**src/inc/abac_defs.svh**
```systemverilog
// Offsets, field positions and reset values of the block access control
// Assumes inclusion by the package and the design files by bare name.
// Notes on behaviour
// [RQ1] Four 32-bit registers, supervisor-only access
// [RQ2] Block at least 16 Mbytes; register zero wins
// [RQ3] Reset clears all four enable bits
// [RQ4] Base field compared with address bits 31:24
// [RQ5] Mask bits drop base bits from compare
// [RQ6] Enable bit turns access control off/on
// [RQ7] Privilege filter: 00 user, 01 super, 1x any
// [RQ8] User attribute bits driven onto attribute pins
// [RQ9] Mode 00 writethrough: read fill, write memory
// [RQ10] Mode 01 copyback: write hit sets dirty
// [RQ11] Mode 1x bypasses cache, inhibit asserted
// [RQ12] Inhibited access pushes dirty, invalidates clean
// [RQ13] Mode 10 serialized: program order, aligned only
// [RQ14] Serialized operand fetch blocks interruption
// [RQ15] Write protect aborts write and RMW accesses
// [RQ16] Protect abort raises access error
// [RQ17] Disabled register takes no part in matching
// [RQ18] Fetches use instruction pair, operands data pair
// [RQ19] Match and attributes computed combinationally
`ifndef ABAC_DEFS_SVH
`define ABAC_DEFS_SVH

// Register byte addresses on the bus
`define ABAC_OFF_IBC0 12'h000
`define ABAC_OFF_IBC1 12'h004
`define ABAC_OFF_DBC0 12'h008
`define ABAC_OFF_DBC1 12'h00C

// Field positions inside a block control word
`define ABAC_BASE_MSB 31
`define ABAC_BASE_LSB 24
`define ABAC_MASK_MSB 23
`define ABAC_MASK_LSB 16
`define ABAC_EN_BIT 15
`define ABAC_PRIV_MSB 14
`define ABAC_PRIV_LSB 13
`define ABAC_UATTR_MSB 9
`define ABAC_UATTR_LSB 8
`define ABAC_CPOL_MSB 6
`define ABAC_CPOL_LSB 5
`define ABAC_WP_BIT 2

// Writable bits and reset value
`define ABAC_WR_MASK 32'hFFFF_E364
`define ABAC_RST_VAL 32'h0000_0000

// Cache policy codes
`define ABAC_CP_WTHRU 2'h0
`define ABAC_CP_CBACK 2'h1
`define ABAC_CP_SERIAL 2'h2
`define ABAC_CP_NOSER 2'h3

`endif

```
**src/inc/abac_pkg.sv**
```systemverilog
// Types shared by the block access control logic
// Assumes abac_defs.svh is on the include path.
`include "abac_defs.svh"
package abac_pkg;

  // Decoded fields of one block control word
  typedef struct packed {
    logic [7:0] base;
    logic [7:0] mask;
    logic enable;
    logic [1:0] priv;
    logic [1:0] uattr;
    logic [1:0] cpol;
    logic wprot;
  } abac_fields_t;

  // One access presented by a memory unit
  typedef struct packed {
    logic valid;
    logic [31:0] addr;
    logic privilege_code_bit;
    logic write;
    logic rmw;
    logic aligned;
    logic ext_xfer;
    logic cache_hit;
    logic line_dirty;
  } abac_access_t;

  // Attributes handed back for an access
  typedef struct packed {
    logic hit;
    logic [1:0] uattr;
    logic [1:0] cpol;
    logic wprot;
  } abac_attr_t;

  // Cache action chosen from the policy
  typedef struct packed {
    logic use_cache;
    logic fill_on_miss;
    logic write_mem;
    logic mark_dirty;
    logic inhibit;
    logic push_line;
    logic inval_line;
    logic serialize;
    logic no_interrupt;
    logic access_err;
  } abac_action_t;

  // Bus slave phase states
  typedef enum logic [1:0] {
    ABAC_ST_IDLE = 2'b01,
    ABAC_ST_DATA = 2'b10
  } abac_state_t;

endpackage : abac_pkg
```
**src/design/abac_match.sv**
```systemverilog
// Matcher for one memory unit: two block control words, one access
// Assumes the caller supplies stable words and the access fields.
`timescale 1ns/1ps
`include "abac_defs.svh"
module abac_match (
  input wire logic [31:0] ctl_zero,
  input wire logic [31:0] ctl_one,
  input wire logic [7:0] addr_hi,
  input wire logic privilege_code_bit,
  output abac_pkg::abac_attr_t attr
);
  import abac_pkg::*;

  logic [1:0] hit;
  logic [31:0] words [2];

  assign words[0] = ctl_zero;
  assign words[1] = ctl_one;

  // Per-register compare of base, mask, enable and privilege
  for (genvar i = 0; i < 2; i++) begin : g_cmp
    logic [7:0] base;
    logic [7:0] mask;
    logic [1:0] priv;
    logic priv_ok;
    assign base = words[i][`ABAC_BASE_MSB:`ABAC_BASE_LSB];
    assign mask = words[i][`ABAC_MASK_MSB:`ABAC_MASK_LSB];
    assign priv = words[i][`ABAC_PRIV_MSB:`ABAC_PRIV_LSB];
    assign priv_ok = priv[1] | (priv[0] == privilege_code_bit); // [RQ7]
    assign hit[i] = words[i][`ABAC_EN_BIT] & priv_ok & // [RQ6] [RQ17]
      (((base ^ addr_hi) & ~mask) == 8'h00); // [RQ4] [RQ5]
  end

  // Register zero takes priority on overlap
  always_comb begin
    logic [31:0] sel;
    sel = hit[0] ? words[0] : words[1]; // [RQ2]
    attr.hit = |hit; // [RQ19]
    attr.uattr = hit != 2'b00 ? sel[`ABAC_UATTR_MSB:`ABAC_UATTR_LSB] : 2'b00;
    attr.cpol = hit != 2'b00 ? sel[`ABAC_CPOL_MSB:`ABAC_CPOL_LSB] : 2'b00;
    attr.wprot = (hit != 2'b00) & sel[`ABAC_WP_BIT];
  end

endmodule : abac_match

```
**src/design/abac_top.sv**
```systemverilog
// Block access control: four control words, AHB-Lite slave, two matchers
// Assumes one clock, AHB-Lite single-word transfers, hprot[1] privilege.
//
// Implementation choices: the address map and the AHB-Lite slave port.
`timescale 1ns/1ps
`include "abac_defs.svh"
module abac_top (
  input wire logic clk_sys,
  input wire logic rst_n,
  input wire logic hsel,
  input wire logic [31:0] haddr,
  input wire logic [1:0] htrans,
  input wire logic hwrite,
  input wire logic [2:0] hsize,
  input wire logic [3:0] hprot,
  input wire logic [31:0] hwdata,
  input wire logic hready,
  output logic [31:0] hrdata,
  output logic hreadyout,
  output logic hresp,
  input wire abac_pkg::abac_access_t ifetch,
  input wire abac_pkg::abac_access_t dacc,
  output abac_pkg::abac_attr_t ifetch_attr_q,
  output abac_pkg::abac_attr_t dacc_attr_q,
  output abac_pkg::abac_action_t ifetch_act_q,
  output abac_pkg::abac_action_t dacc_act_q,
  output logic user_attr_pin_lo,
  output logic user_attr_pin_hi,
  output logic user_attr_pin_oe,
  output logic cache_inhibit_out_n,
  output logic cache_inhibit_oe,
  output logic access_err_q
);
  import abac_pkg::*;

  ////////////////////////////////////////////////////////////////////////
  // Register storage

  logic [31:0] ctl_q [4];
  abac_state_t state_q;
  logic [1:0] widx_q;
  logic wr_q;
  logic wpriv_q;
  logic [31:0] hrdata_q;
  logic addr_ok;
  logic [1:0] aidx;
  logic take;

  assign take = hsel & hready & htrans[1];
  assign aidx = haddr[3:2];
  assign addr_ok = haddr[11:4] == 8'h00;

  // Address phase capture
  always_ff @(posedge clk_sys or negedge rst_n) begin
    if (!rst_n) begin
      state_q <= ABAC_ST_IDLE;
      widx_q <= 2'b00;
      wr_q <= 1'b0;
      wpriv_q <= 1'b0;
    end else if (hready) begin
      state_q <= take ? ABAC_ST_DATA : ABAC_ST_IDLE;
      widx_q <= aidx;
      wr_q <= take & hwrite & addr_ok;
      wpriv_q <= hprot[1];
    end
  end

  // Read data for the next data phase, supervisor only
  always_ff @(posedge clk_sys or negedge rst_n) begin
    if (!rst_n) begin
      hrdata_q <= 32'h0000_0000;
    end else if (take & ~hwrite & addr_ok & hprot[1]) begin
      hrdata_q <= ctl_q[aidx]; // [RQ1]
    end else if (hready) begin
      hrdata_q <= 32'h0000_0000;
    end
  end

  // Control word writes; reset clears enables and all fields
  for (genvar r = 0; r < 4; r++) begin : g_reg
    always_ff @(posedge clk_sys or negedge rst_n) begin
      if (!rst_n) begin
        ctl_q[r] <= `ABAC_RST_VAL; // [RQ3]
      end else if (wr_q && wpriv_q && widx_q == 2'(r)) begin
        ctl_q[r] <= hwdata & `ABAC_WR_MASK; // [RQ1]
      end
    end
  end

  assign hrdata = hrdata_q;
  assign hreadyout = 1'b1;
  assign hresp = 1'b0;

  ////////////////////////////////////////////////////////////////////////
  // Matching per memory unit

  abac_attr_t iattr;
  abac_attr_t dattr;

  // Instruction pair serves fetches only
  abac_match u_imatch (
    .ctl_zero(ctl_q[0]),
    .ctl_one(ctl_q[1]),
    .addr_hi(ifetch.addr[31:24]),
    .privilege_code_bit(ifetch.privilege_code_bit),
    .attr(iattr)
  ); // [RQ18]

  // Data pair serves operand accesses only
  abac_match u_dmatch (
    .ctl_zero(ctl_q[2]),
    .ctl_one(ctl_q[3]),
    .addr_hi(dacc.addr[31:24]),
    .privilege_code_bit(dacc.privilege_code_bit),
    .attr(dattr)
  ); // [RQ18]

  // Policy decode into cache actions
  function automatic abac_action_t decide(abac_access_t a, abac_attr_t t);
    abac_action_t r;
    logic wr;
    r = '0;
    wr = a.write | a.rmw;
    if (a.valid && t.hit) begin
      r.access_err = t.wprot & wr; // [RQ15] [RQ16]
      unique case (t.cpol)
        `ABAC_CP_WTHRU: begin
          r.use_cache = 1'b1; // [RQ9]
          r.fill_on_miss = ~wr & ~a.cache_hit;
          r.write_mem = wr; // [RQ9]
        end
        `ABAC_CP_CBACK: begin
          r.use_cache = 1'b1; // [RQ10]
          r.fill_on_miss = ~a.cache_hit;
          r.mark_dirty = wr; // [RQ10]
        end
        default: begin
          r.inhibit = 1'b1; // [RQ11]
          r.push_line = a.cache_hit & a.line_dirty; // [RQ12]
          r.inval_line = a.cache_hit & ~a.line_dirty; // [RQ12]
          r.serialize = (t.cpol == `ABAC_CP_SERIAL) & a.aligned; // [RQ13]
          r.no_interrupt = (t.cpol == `ABAC_CP_SERIAL) & a.aligned &
            ~wr; // [RQ14]
        end
      endcase
      if (r.access_err) begin
        r = '0;
        r.access_err = 1'b1;
      end
    end else if (a.valid) begin
      r.use_cache = 1'b1;
      r.fill_on_miss = ~a.cache_hit;
      r.mark_dirty = wr;
    end
    return r;
  endfunction : decide

  abac_action_t iact;
  abac_action_t dact;

  assign iact = decide(ifetch, iattr); // [RQ19]
  assign dact = decide(dacc, dattr); // [RQ19]

  ////////////////////////////////////////////////////////////////////////
  // Registered outputs

  // Attributes and actions
  always_ff @(posedge clk_sys or negedge rst_n) begin
    if (!rst_n) begin
      ifetch_attr_q <= '0;
      dacc_attr_q <= '0;
      ifetch_act_q <= '0;
      dacc_act_q <= '0;
      access_err_q <= 1'b0;
    end else begin
      ifetch_attr_q <= iattr;
      dacc_attr_q <= dattr;
      ifetch_act_q <= iact;
      dacc_act_q <= dact;
      access_err_q <= iact.access_err | dact.access_err; // [RQ16]
    end
  end

  logic d_ext;
  logic i_ext;
  assign d_ext = dacc.valid & dacc.ext_xfer & dattr.hit & ~dact.access_err;
  assign i_ext = ifetch.valid & ifetch.ext_xfer & iattr.hit &
    ~iact.access_err;

  // Attribute and inhibit pins, data unit first when both go out
  always_ff @(posedge clk_sys or negedge rst_n) begin
    if (!rst_n) begin
      user_attr_pin_lo <= 1'b0;
      user_attr_pin_hi <= 1'b0;
      user_attr_pin_oe <= 1'b0;
      cache_inhibit_out_n <= 1'b1;
      cache_inhibit_oe <= 1'b0;
    end else if (d_ext) begin
      user_attr_pin_lo <= dattr.uattr[0]; // [RQ8]
      user_attr_pin_hi <= dattr.uattr[1]; // [RQ8]
      user_attr_pin_oe <= 1'b1;
      cache_inhibit_out_n <= ~dact.inhibit; // [RQ11]
      cache_inhibit_oe <= 1'b1;
    end else if (i_ext) begin
      user_attr_pin_lo <= iattr.uattr[0]; // [RQ8]
      user_attr_pin_hi <= iattr.uattr[1]; // [RQ8]
      user_attr_pin_oe <= 1'b1;
      cache_inhibit_out_n <= ~iact.inhibit; // [RQ11]
      cache_inhibit_oe <= 1'b1;
    end else begin
      user_attr_pin_lo <= 1'b0;
      user_attr_pin_hi <= 1'b0;
      user_attr_pin_oe <= 1'b0;
      cache_inhibit_out_n <= 1'b1;
      cache_inhibit_oe <= 1'b0;
    end
  end

  ////////////////////////////////////////////////////////////////////////
  // Checks

  property p_reset_clear;
    @(posedge clk_sys) $rose(rst_n) |->
      ctl_q[0][`ABAC_EN_BIT] == 1'b0 && ctl_q[1][`ABAC_EN_BIT] == 1'b0 &&
      ctl_q[2][`ABAC_EN_BIT] == 1'b0 && ctl_q[3][`ABAC_EN_BIT] == 1'b0;
  endproperty
  a_reset_clear: assert property (p_reset_clear) // [RQ3]
    else $error("enable bit not cleared by reset");

  property p_user_write_blocked;
    @(posedge clk_sys) disable iff (!rst_n)
      take && hwrite && !hprot[1] |=> ##1
      $stable(ctl_q[0]) && $stable(ctl_q[1]) &&
      $stable(ctl_q[2]) && $stable(ctl_q[3]);
  endproperty
  a_user_write_blocked: assert property (p_user_write_blocked) // [RQ1]
    else $error("user write changed a control word");

  property p_user_read_zero;
    @(posedge clk_sys) disable iff (!rst_n)
      take && !hwrite && !hprot[1] |=> hrdata == 32'h0000_0000;
  endproperty
  a_user_read_zero: assert property (p_user_read_zero) // [RQ1]
    else $error("user read returned register data");

  property p_zero_wins;
    @(posedge clk_sys) disable iff (!rst_n)
      u_dmatch.hit == 2'b11 |->
      dattr.cpol == ctl_q[2][`ABAC_CPOL_MSB:`ABAC_CPOL_LSB];
  endproperty
  a_zero_wins: assert property (p_zero_wins) // [RQ2]
    else $error("register one won an overlap");

  property p_disabled_nohit;
    @(posedge clk_sys) disable iff (!rst_n)
      !ctl_q[0][`ABAC_EN_BIT] && !ctl_q[1][`ABAC_EN_BIT] |-> !iattr.hit;
  endproperty
  a_disabled_nohit: assert property (p_disabled_nohit) // [RQ6]
    else $error("disabled registers produced a hit");

  property p_wp_abort;
    @(posedge clk_sys) disable iff (!rst_n)
      dacc.valid && dattr.hit && dattr.wprot && (dacc.write || dacc.rmw)
      |=> access_err_q && !dacc_act_q.write_mem;
  endproperty
  a_wp_abort: assert property (p_wp_abort) // [RQ15]
    else $error("protected write not aborted");

  property p_inhibit_pin;
    @(posedge clk_sys) disable iff (!rst_n)
      d_ext && dattr.cpol[1] |=> !cache_inhibit_out_n && cache_inhibit_oe;
  endproperty
  a_inhibit_pin: assert property (p_inhibit_pin) // [RQ11]
    else $error("inhibit pin not asserted");

  property p_uattr_pin;
    @(posedge clk_sys) disable iff (!rst_n)
      d_ext |=> {user_attr_pin_hi, user_attr_pin_lo} == $past(dattr.uattr);
  endproperty
  a_uattr_pin: assert property (p_uattr_pin) // [RQ8]
    else $error("attribute pins differ from register");

  property p_copyback_dirty;
    @(posedge clk_sys) disable iff (!rst_n)
      dacc.valid && dattr.hit && dattr.cpol == `ABAC_CP_CBACK &&
      dacc.write && !dattr.wprot |=> dacc_act_q.mark_dirty &&
      !dacc_act_q.write_mem;
  endproperty
  a_copyback_dirty: assert property (p_copyback_dirty) // [RQ10]
    else $error("copyback write went to memory");

  property p_rdata_idle;
    @(posedge clk_sys) disable iff (!rst_n)
      !(take && !hwrite && addr_ok && hprot[1]) |=>
      hrdata == 32'h0000_0000;
  endproperty
  a_rdata_idle: assert property (p_rdata_idle) // [RQ1]
    else $error("read data shown outside a read data phase");

  property p_zero_wins_i;
    @(posedge clk_sys) disable iff (!rst_n)
      u_imatch.hit == 2'b11 |->
      iattr.uattr == ctl_q[0][`ABAC_UATTR_MSB:`ABAC_UATTR_LSB];
  endproperty
  a_zero_wins_i: assert property (p_zero_wins_i) // [RQ2]
    else $error("instruction register one won an overlap");

  property p_ddisabled_nohit;
    @(posedge clk_sys) disable iff (!rst_n)
      !ctl_q[2][`ABAC_EN_BIT] && !ctl_q[3][`ABAC_EN_BIT] |-> !dattr.hit;
  endproperty
  a_ddisabled_nohit: assert property (p_ddisabled_nohit) // [RQ17]
    else $error("disabled data registers produced a hit");

  property p_wthru_write;
    @(posedge clk_sys) disable iff (!rst_n)
      dacc.valid && dattr.hit && dattr.cpol == `ABAC_CP_WTHRU &&
      dacc.write && !dattr.wprot |=> dacc_act_q.write_mem &&
      dacc_act_q.use_cache && !dacc_act_q.mark_dirty;
  endproperty
  a_wthru_write: assert property (p_wthru_write) // [RQ9]
    else $error("writethrough write skipped memory");

  property p_inhibit_push;
    @(posedge clk_sys) disable iff (!rst_n)
      dacc.valid && dattr.hit && dattr.cpol[1] && dacc.cache_hit &&
      !dact.access_err |=>
      dacc_act_q.push_line == $past(dacc.line_dirty) &&
      dacc_act_q.inval_line == !$past(dacc.line_dirty) &&
      !dacc_act_q.use_cache;
  endproperty
  a_inhibit_push: assert property (p_inhibit_push) // [RQ12]
    else $error("held line not pushed or invalidated");

  property p_serial;
    @(posedge clk_sys) disable iff (!rst_n)
      dacc.valid && dattr.hit && dattr.cpol == `ABAC_CP_SERIAL &&
      dacc.aligned && !dacc.write && !dacc.rmw |=>
      dacc_act_q.serialize && dacc_act_q.no_interrupt;
  endproperty
  a_serial: assert property (p_serial) // [RQ13] [RQ14]
    else $error("serialized read not protected");

  property p_pin_release;
    @(posedge clk_sys) disable iff (!rst_n)
      !d_ext && !i_ext |=> !user_attr_pin_oe && !cache_inhibit_oe &&
      cache_inhibit_out_n;
  endproperty
  a_pin_release: assert property (p_pin_release) // [RQ8]
    else $error("pins driven without a bus transfer");

  c_overlap: cover property (@(posedge clk_sys) u_imatch.hit == 2'b11);
  c_abort: cover property (@(posedge clk_sys) access_err_q);
  c_serial: cover property (@(posedge clk_sys) dacc_act_q.serialize);
  c_push: cover property (@(posedge clk_sys) dacc_act_q.push_line);
  c_copyback: cover property (@(posedge clk_sys) dacc_act_q.mark_dirty);

endmodule : abac_top

```
**config.mk**
```make
export PLATFORM = sky130hd
export DESIGN_NAME = abac_top
export DESIGN_NICKNAME = d
export VERILOG_FILES = /design/src/inc/abac_pkg.sv /design/src/design/abac_match.sv /design/src/design/abac_top.sv
export VERILOG_INCLUDE_DIRS = /design/src /design/src/inc
export SDC_FILE = /design/constraint.sdc
export NUM_CORES = 1
export LEC_CHECK = 0
export BUFFER_PORTS_ARGS = -buffer_cell sky130_fd_sc_hd__buf_2
export CORE_UTILIZATION = 51
export CTS_CLUSTER_SIZE = 12
export DETAILED_ROUTE_END_ITERATION = 8
export PLACE_DENSITY_LB_ADDON = 0.08
export SLEW_MARGIN = 40
export SYNTH_ARGS = -nofsm -noshare
export SYNTH_HDL_FRONTEND = slang
export SYNTH_HIERARCHICAL = 1
export SYNTH_SLANG_ARGS = --single-unit
```
**constraint.sdc**
```tcl
create_clock -name clk_sys -period 2.4 [get_ports clk_sys]
set_clock_uncertainty 0.1 [all_clocks]
set_input_delay 0.6 -clock clk_sys [delete_from_list [all_inputs] [get_ports clk_sys]]
set_output_delay 0.6 -clock clk_sys [all_outputs]
set_load 0.03 [all_outputs]
```
[After elaboration in Yosys (flattened, before gate mapping)]
Cells that the tools add are included.
Operators by class
  equal/unequal tests: 11
  reductions and logical operators: 22
  mux-type cells: 41
  bitwise operators: 66
  magnitude comparators: 1
Operators with widths (number)
  32-bit 2-to-1 mux: 4
  32-bit binary-select mux with 2-bit select: 1
  8-bit logical NOT: 5
  10-bit 2-to-1 mux: 4
  1-bit AND: 35
  8-bit AND: 4
  8-bit inverter: 4
  8-bit bitwise XOR: 4
  1-bit 2-to-1 mux: 18
  2-bit 2-to-1 mux: 8
  6-bit 2-to-1 mux: 2
  1-bit inverter: 11
  5-bit 2-to-1 mux: 2
  2-bit == test (second input constant): 4
  2-bit case mux with 2 select lines: 2
  2-bit OR reduction: 4
  1-bit logical AND: 7
  1-bit bitwise OR: 7
  2-bit by 1-bit == test with 1-bit output (second input constant): 3
  2-bit logical NOT: 3
  2-bit nonzero test: 3
  1-bit == test: 4
  3-bit >= comparator (second input constant): 1
  2-bit inverter with 3-bit output: 1
Storage, ports and cells
  output and inout port bits: 72
  bits in registers: 169

[Logic depth before layout (Yosys ltp)]
  depth after elaboration: 16
  gate-level depth with buffers: 8

[Cells and area by module]
The synthesis kept the hierarchy.
By module, submodules not included
  abac_top: area each 6692.7 um^2, cells each 453, times used 1
  abac_match: area each 344.1 um^2, cells each 44, times used 2

[Worst setup path after synthesis]
No wires, ideal clock.
  path type: input-to-reg
  start: input port dacc[33] (netlist name)
  end: register user_attr_pin_hi
  arrival time: 2.137 ns
  cell stages on the path: 8
  library setup time: 0.125 ns
  data required time: 2.175 ns
  slack: 0.038 ns
  cell sequence: xnor2_1 o22ai_1 nor2_1 o2111ai_2 mux2_2 o21ai_1 nand4_1 mux2_2
RTL lines
  start: declaration: RTL line abac_top.sv:22  | input wire abac_pkg::abac_access_t dacc,
  end signal: assignment: RTL line abac_top.sv:200  | user_attr_pin_hi <= dattr.uattr[1];
  end signal: assignment: RTL line abac_top.sv:206  | user_attr_pin_hi <= iattr.uattr[1];
  end: declaration: RTL line abac_top.sv:28  | output logic user_attr_pin_hi,

==> results.yml <==
layout:
  fin_nets: 879
  antenna-diode-count: 0
  fin_cells: 914
  drive_gt1_share_pct: 51.91
  fin_area_um2: 9238
  area_growth_pct: 25.16
  utilization_pct: 66.04
clock_network:
  clkSinkCount: 161
  cts_buffers: 17
  cts.path.max_buffers: 2
  cts_hold_buf: 0
  cts_tree: "done"
  path_clk_slew_ns: 0.06
  clockRootBuffer: "clkbuf_16"
  htreeDepth: 4
  clk_latency_ns: 0.42
global_route:
  overflow: 0
  grt_start_max_net_pins: 58
  grtUsageTotal_pct: 25.15
  antenna_found_initial: 0
  grt_first_pass_wirelength_um: 27590
  grt_pass1_vias: 5181
timing:
  setup-violations-final: 0
  slew_viol_final: 0
  tightestPinTransition_ns: 0.5872
  rsz0062_at_grt: "no"
  holdWs_ns: 0.02072
  min_period_over_period_pct: 97.53
  fin_setup_tns_ns: 0
  fin_crit_ns: 2.341
  hold_viol_final: 0
  relSlewSlack_pct: 60.71
  fmax_mhz: 427.2
  layout_setup_ws_ns: 0.05938
synth:
  synthTopCellsByArea: "dfrtp_1 (54%), mux2_2 (17%), mux4_2 (7.3%)"
  ys_async_sr_fraction_pct: 100.0
  netlist.area_leader.share_pct: 54.25
  yosys_warnings: 6
  ys_top_cells_by_count: "dfrtp_1 (160), mux2_2 (111), inv_1 (51)"
  yosysTopAreaCell: "dfrtp_1"
  synthDistinctLibCells: 39
  ys_ff_latch: 161
  synth_most_common_cell: "dfrtp_1"
  ys.flop_type: "dfrtp_1"
  avgSynthCellArea_um2: 13.64
  netlist_area_um2: 7381
  ys_seq_area_share_pct: 54.60
  syn_inst: 541
  synth_edf_count: 0
drt:
  via_count: 4989
  finalWirelength_um: 17570
  wire_per_inst_um: 19.22
  drt_first_pass_iters: 4
  ant_nets: 0
  drc: 0
  viasPerCell: 5.458
  drt_iter0_drc: 317
critical_path:
  reg2reg_slack_ns: 0.06
  critical_path_arrival_ns: 2.58
  ff2ff_path_depth: 9
  critPathMaxFanout: 4
  required_ns: 2.64
  end_kind: "register"
  critPathLaunch: "ctl_q[93]"
  r2r-end: "ifetch_act_q[1]"
  worstSetupStartpointType: "register"
  reg2reg_from: "ctl_q[93]"
  criticalPathCategory: "reg -> reg"
floorplanning:
  std_cell_rows: 43
  die_area_um2: 14960
  die_y_um: 122.3
  start_util_pct: 52.76
  io_pins: 230
  die_w_um: 122.3
  core-area_um2: 13990
placed_design:
  place_inst: 879
  hpwlAfterDp_um: 11940
  place_ws_ns: -0.3245
  portBuffers: 134
  place_congestion: 0.8062
  placed_area_um2: 8501
hold_path:
  hp-class: "in -> async"
power_and_ir_drop:
  power-per-cell-area_nw_per_um2: 698.4
  power_mw: 6.451
  peakVddDrop_uv: 481.8
  p_leak_nw: 4.491
run:
  drv_cap: 0
run_status:
  run_status: "finished, final reports clean"
critical path: stages (launching register included):
cell     delay [ns]
dfrtp_1        0.41
xnor2_1        0.15
o22ai_2        0.20
nor3_2         0.07
buf_4          0.15
buf_4          0.13
and3_1         0.15
mux2_2         0.27
or3b_2         0.46
nor3_1         0.15
cells in the final DEF, fill, tap and decap left out, drive strengths merged, types with 2 or more instances in the layout:
| cell | n |
|---|---|
| clkinv | 8 |
| nand2 | 9 |
| o21ai | 5 |
| nor2 | 13 |
| nor4b | 4 |
| bufinv | 2 |
| nor2b | 4 |
| xnor2 | 36 |
| o2111ai | 2 |
| dfrtp | 160 |
| o22ai | 43 |
| conb | 10 |
| nor3b | 5 |
| or3 | 2 |
| inv | 51 |
| nand3 | 2 |
| and3 | 12 |
| mux2 | 111 |
| o21a | 2 |
| buf | 184 |
| nand4b | 2 |
| nor3 | 7 |
| nand4 | 4 |
| clkbuf | 22 |
| nor4 | 3 |
| mux4 | 24 |
worst max-delay path by stage:
stage / end / slack [ns] / cells past startpoint
floorplan: user_attr_pin_hi / 0.04 / 8
global placement: ifetch_act_q[8] / -0.33 / 9
detailed placement: ifetch_act_q[8] / -0.32 / 9
CTS: dacc_act_q[6] / 0.01 / 9
global route: ifetch_act_q[1] / 0.001 / 9
finish: ifetch_act_q[1] / 0.06 / 9
sequential cells by signal, indices dropped and copies added (netlist names):
signal / flops
access_err_q: 1
cache_inhibit_oe: 1
cache_inhibit_out_n: 1
ctl_q: 96
dacc_act_q: 10
dacc_attr_q: 6
hrdata: 24
ifetch_act_q: 10
ifetch_attr_q: 6
user_attr_pin_hi: 1
user_attr_pin_lo: 1
widx_q: 2
wpriv_q: 1
wr_q: 1
routing by layer:
layer | vias to the layer above | global-route usage, % | wire length (um)
li1 | 2280 | - | -
met1 | 2546 | 35.49 | 8149
met2 | 143 | 39.22 | 8427
met4 | 0 | 8.918 | 226
met5 | - | 0 | 0
met3 | 20 | 4.461 | 765
power by group:
part           leakage, nW  total [mW]  switching (mW)  internal [mW]
registers             2.06        2.96           0.114           2.85
clock network        0.299        2.69            1.06           1.63
logic                 2.14       0.793           0.404          0.389
total                 4.49        6.45            1.58           4.87
kinds of logic (layout without fill, tap and decap cells):
kind of cell           Yosys count  count (layout)  share of synthesized area [%]
AND/OR/NAND/NOR                 70              70                          6.069
other                            2              10                         0.1018
AO/OA/AOI/OAI                   54              54                          4.882
flip-flops                     161             161                          54.60
XOR/XNOR                        36              36                          4.272
buffers and inverters           82             267                          5.679
multiplexers                   136             136                          24.39
cell type report:
cell class	instances	area, um^2
multi-input cells	306	3080
flip-flops and latches	161	4030
well taps	180	225.2
inverters	51	191.4
clock inverters	10	107.6
fillers	1098	4751
clock buffers	22	484.2
repair buffers	184	1119
what timing repair did:
item | 4_1_cts | 5_1_grt
buffers inserted | 1 | 2
gates resized for setup | 4 | 19
endpoints found under the setup margin | 9 | 17
pin swaps | 4 | 17
endpoints found under the hold margin | 0 | 0
No activity file was read; power rests on OpenSTA's default activity.
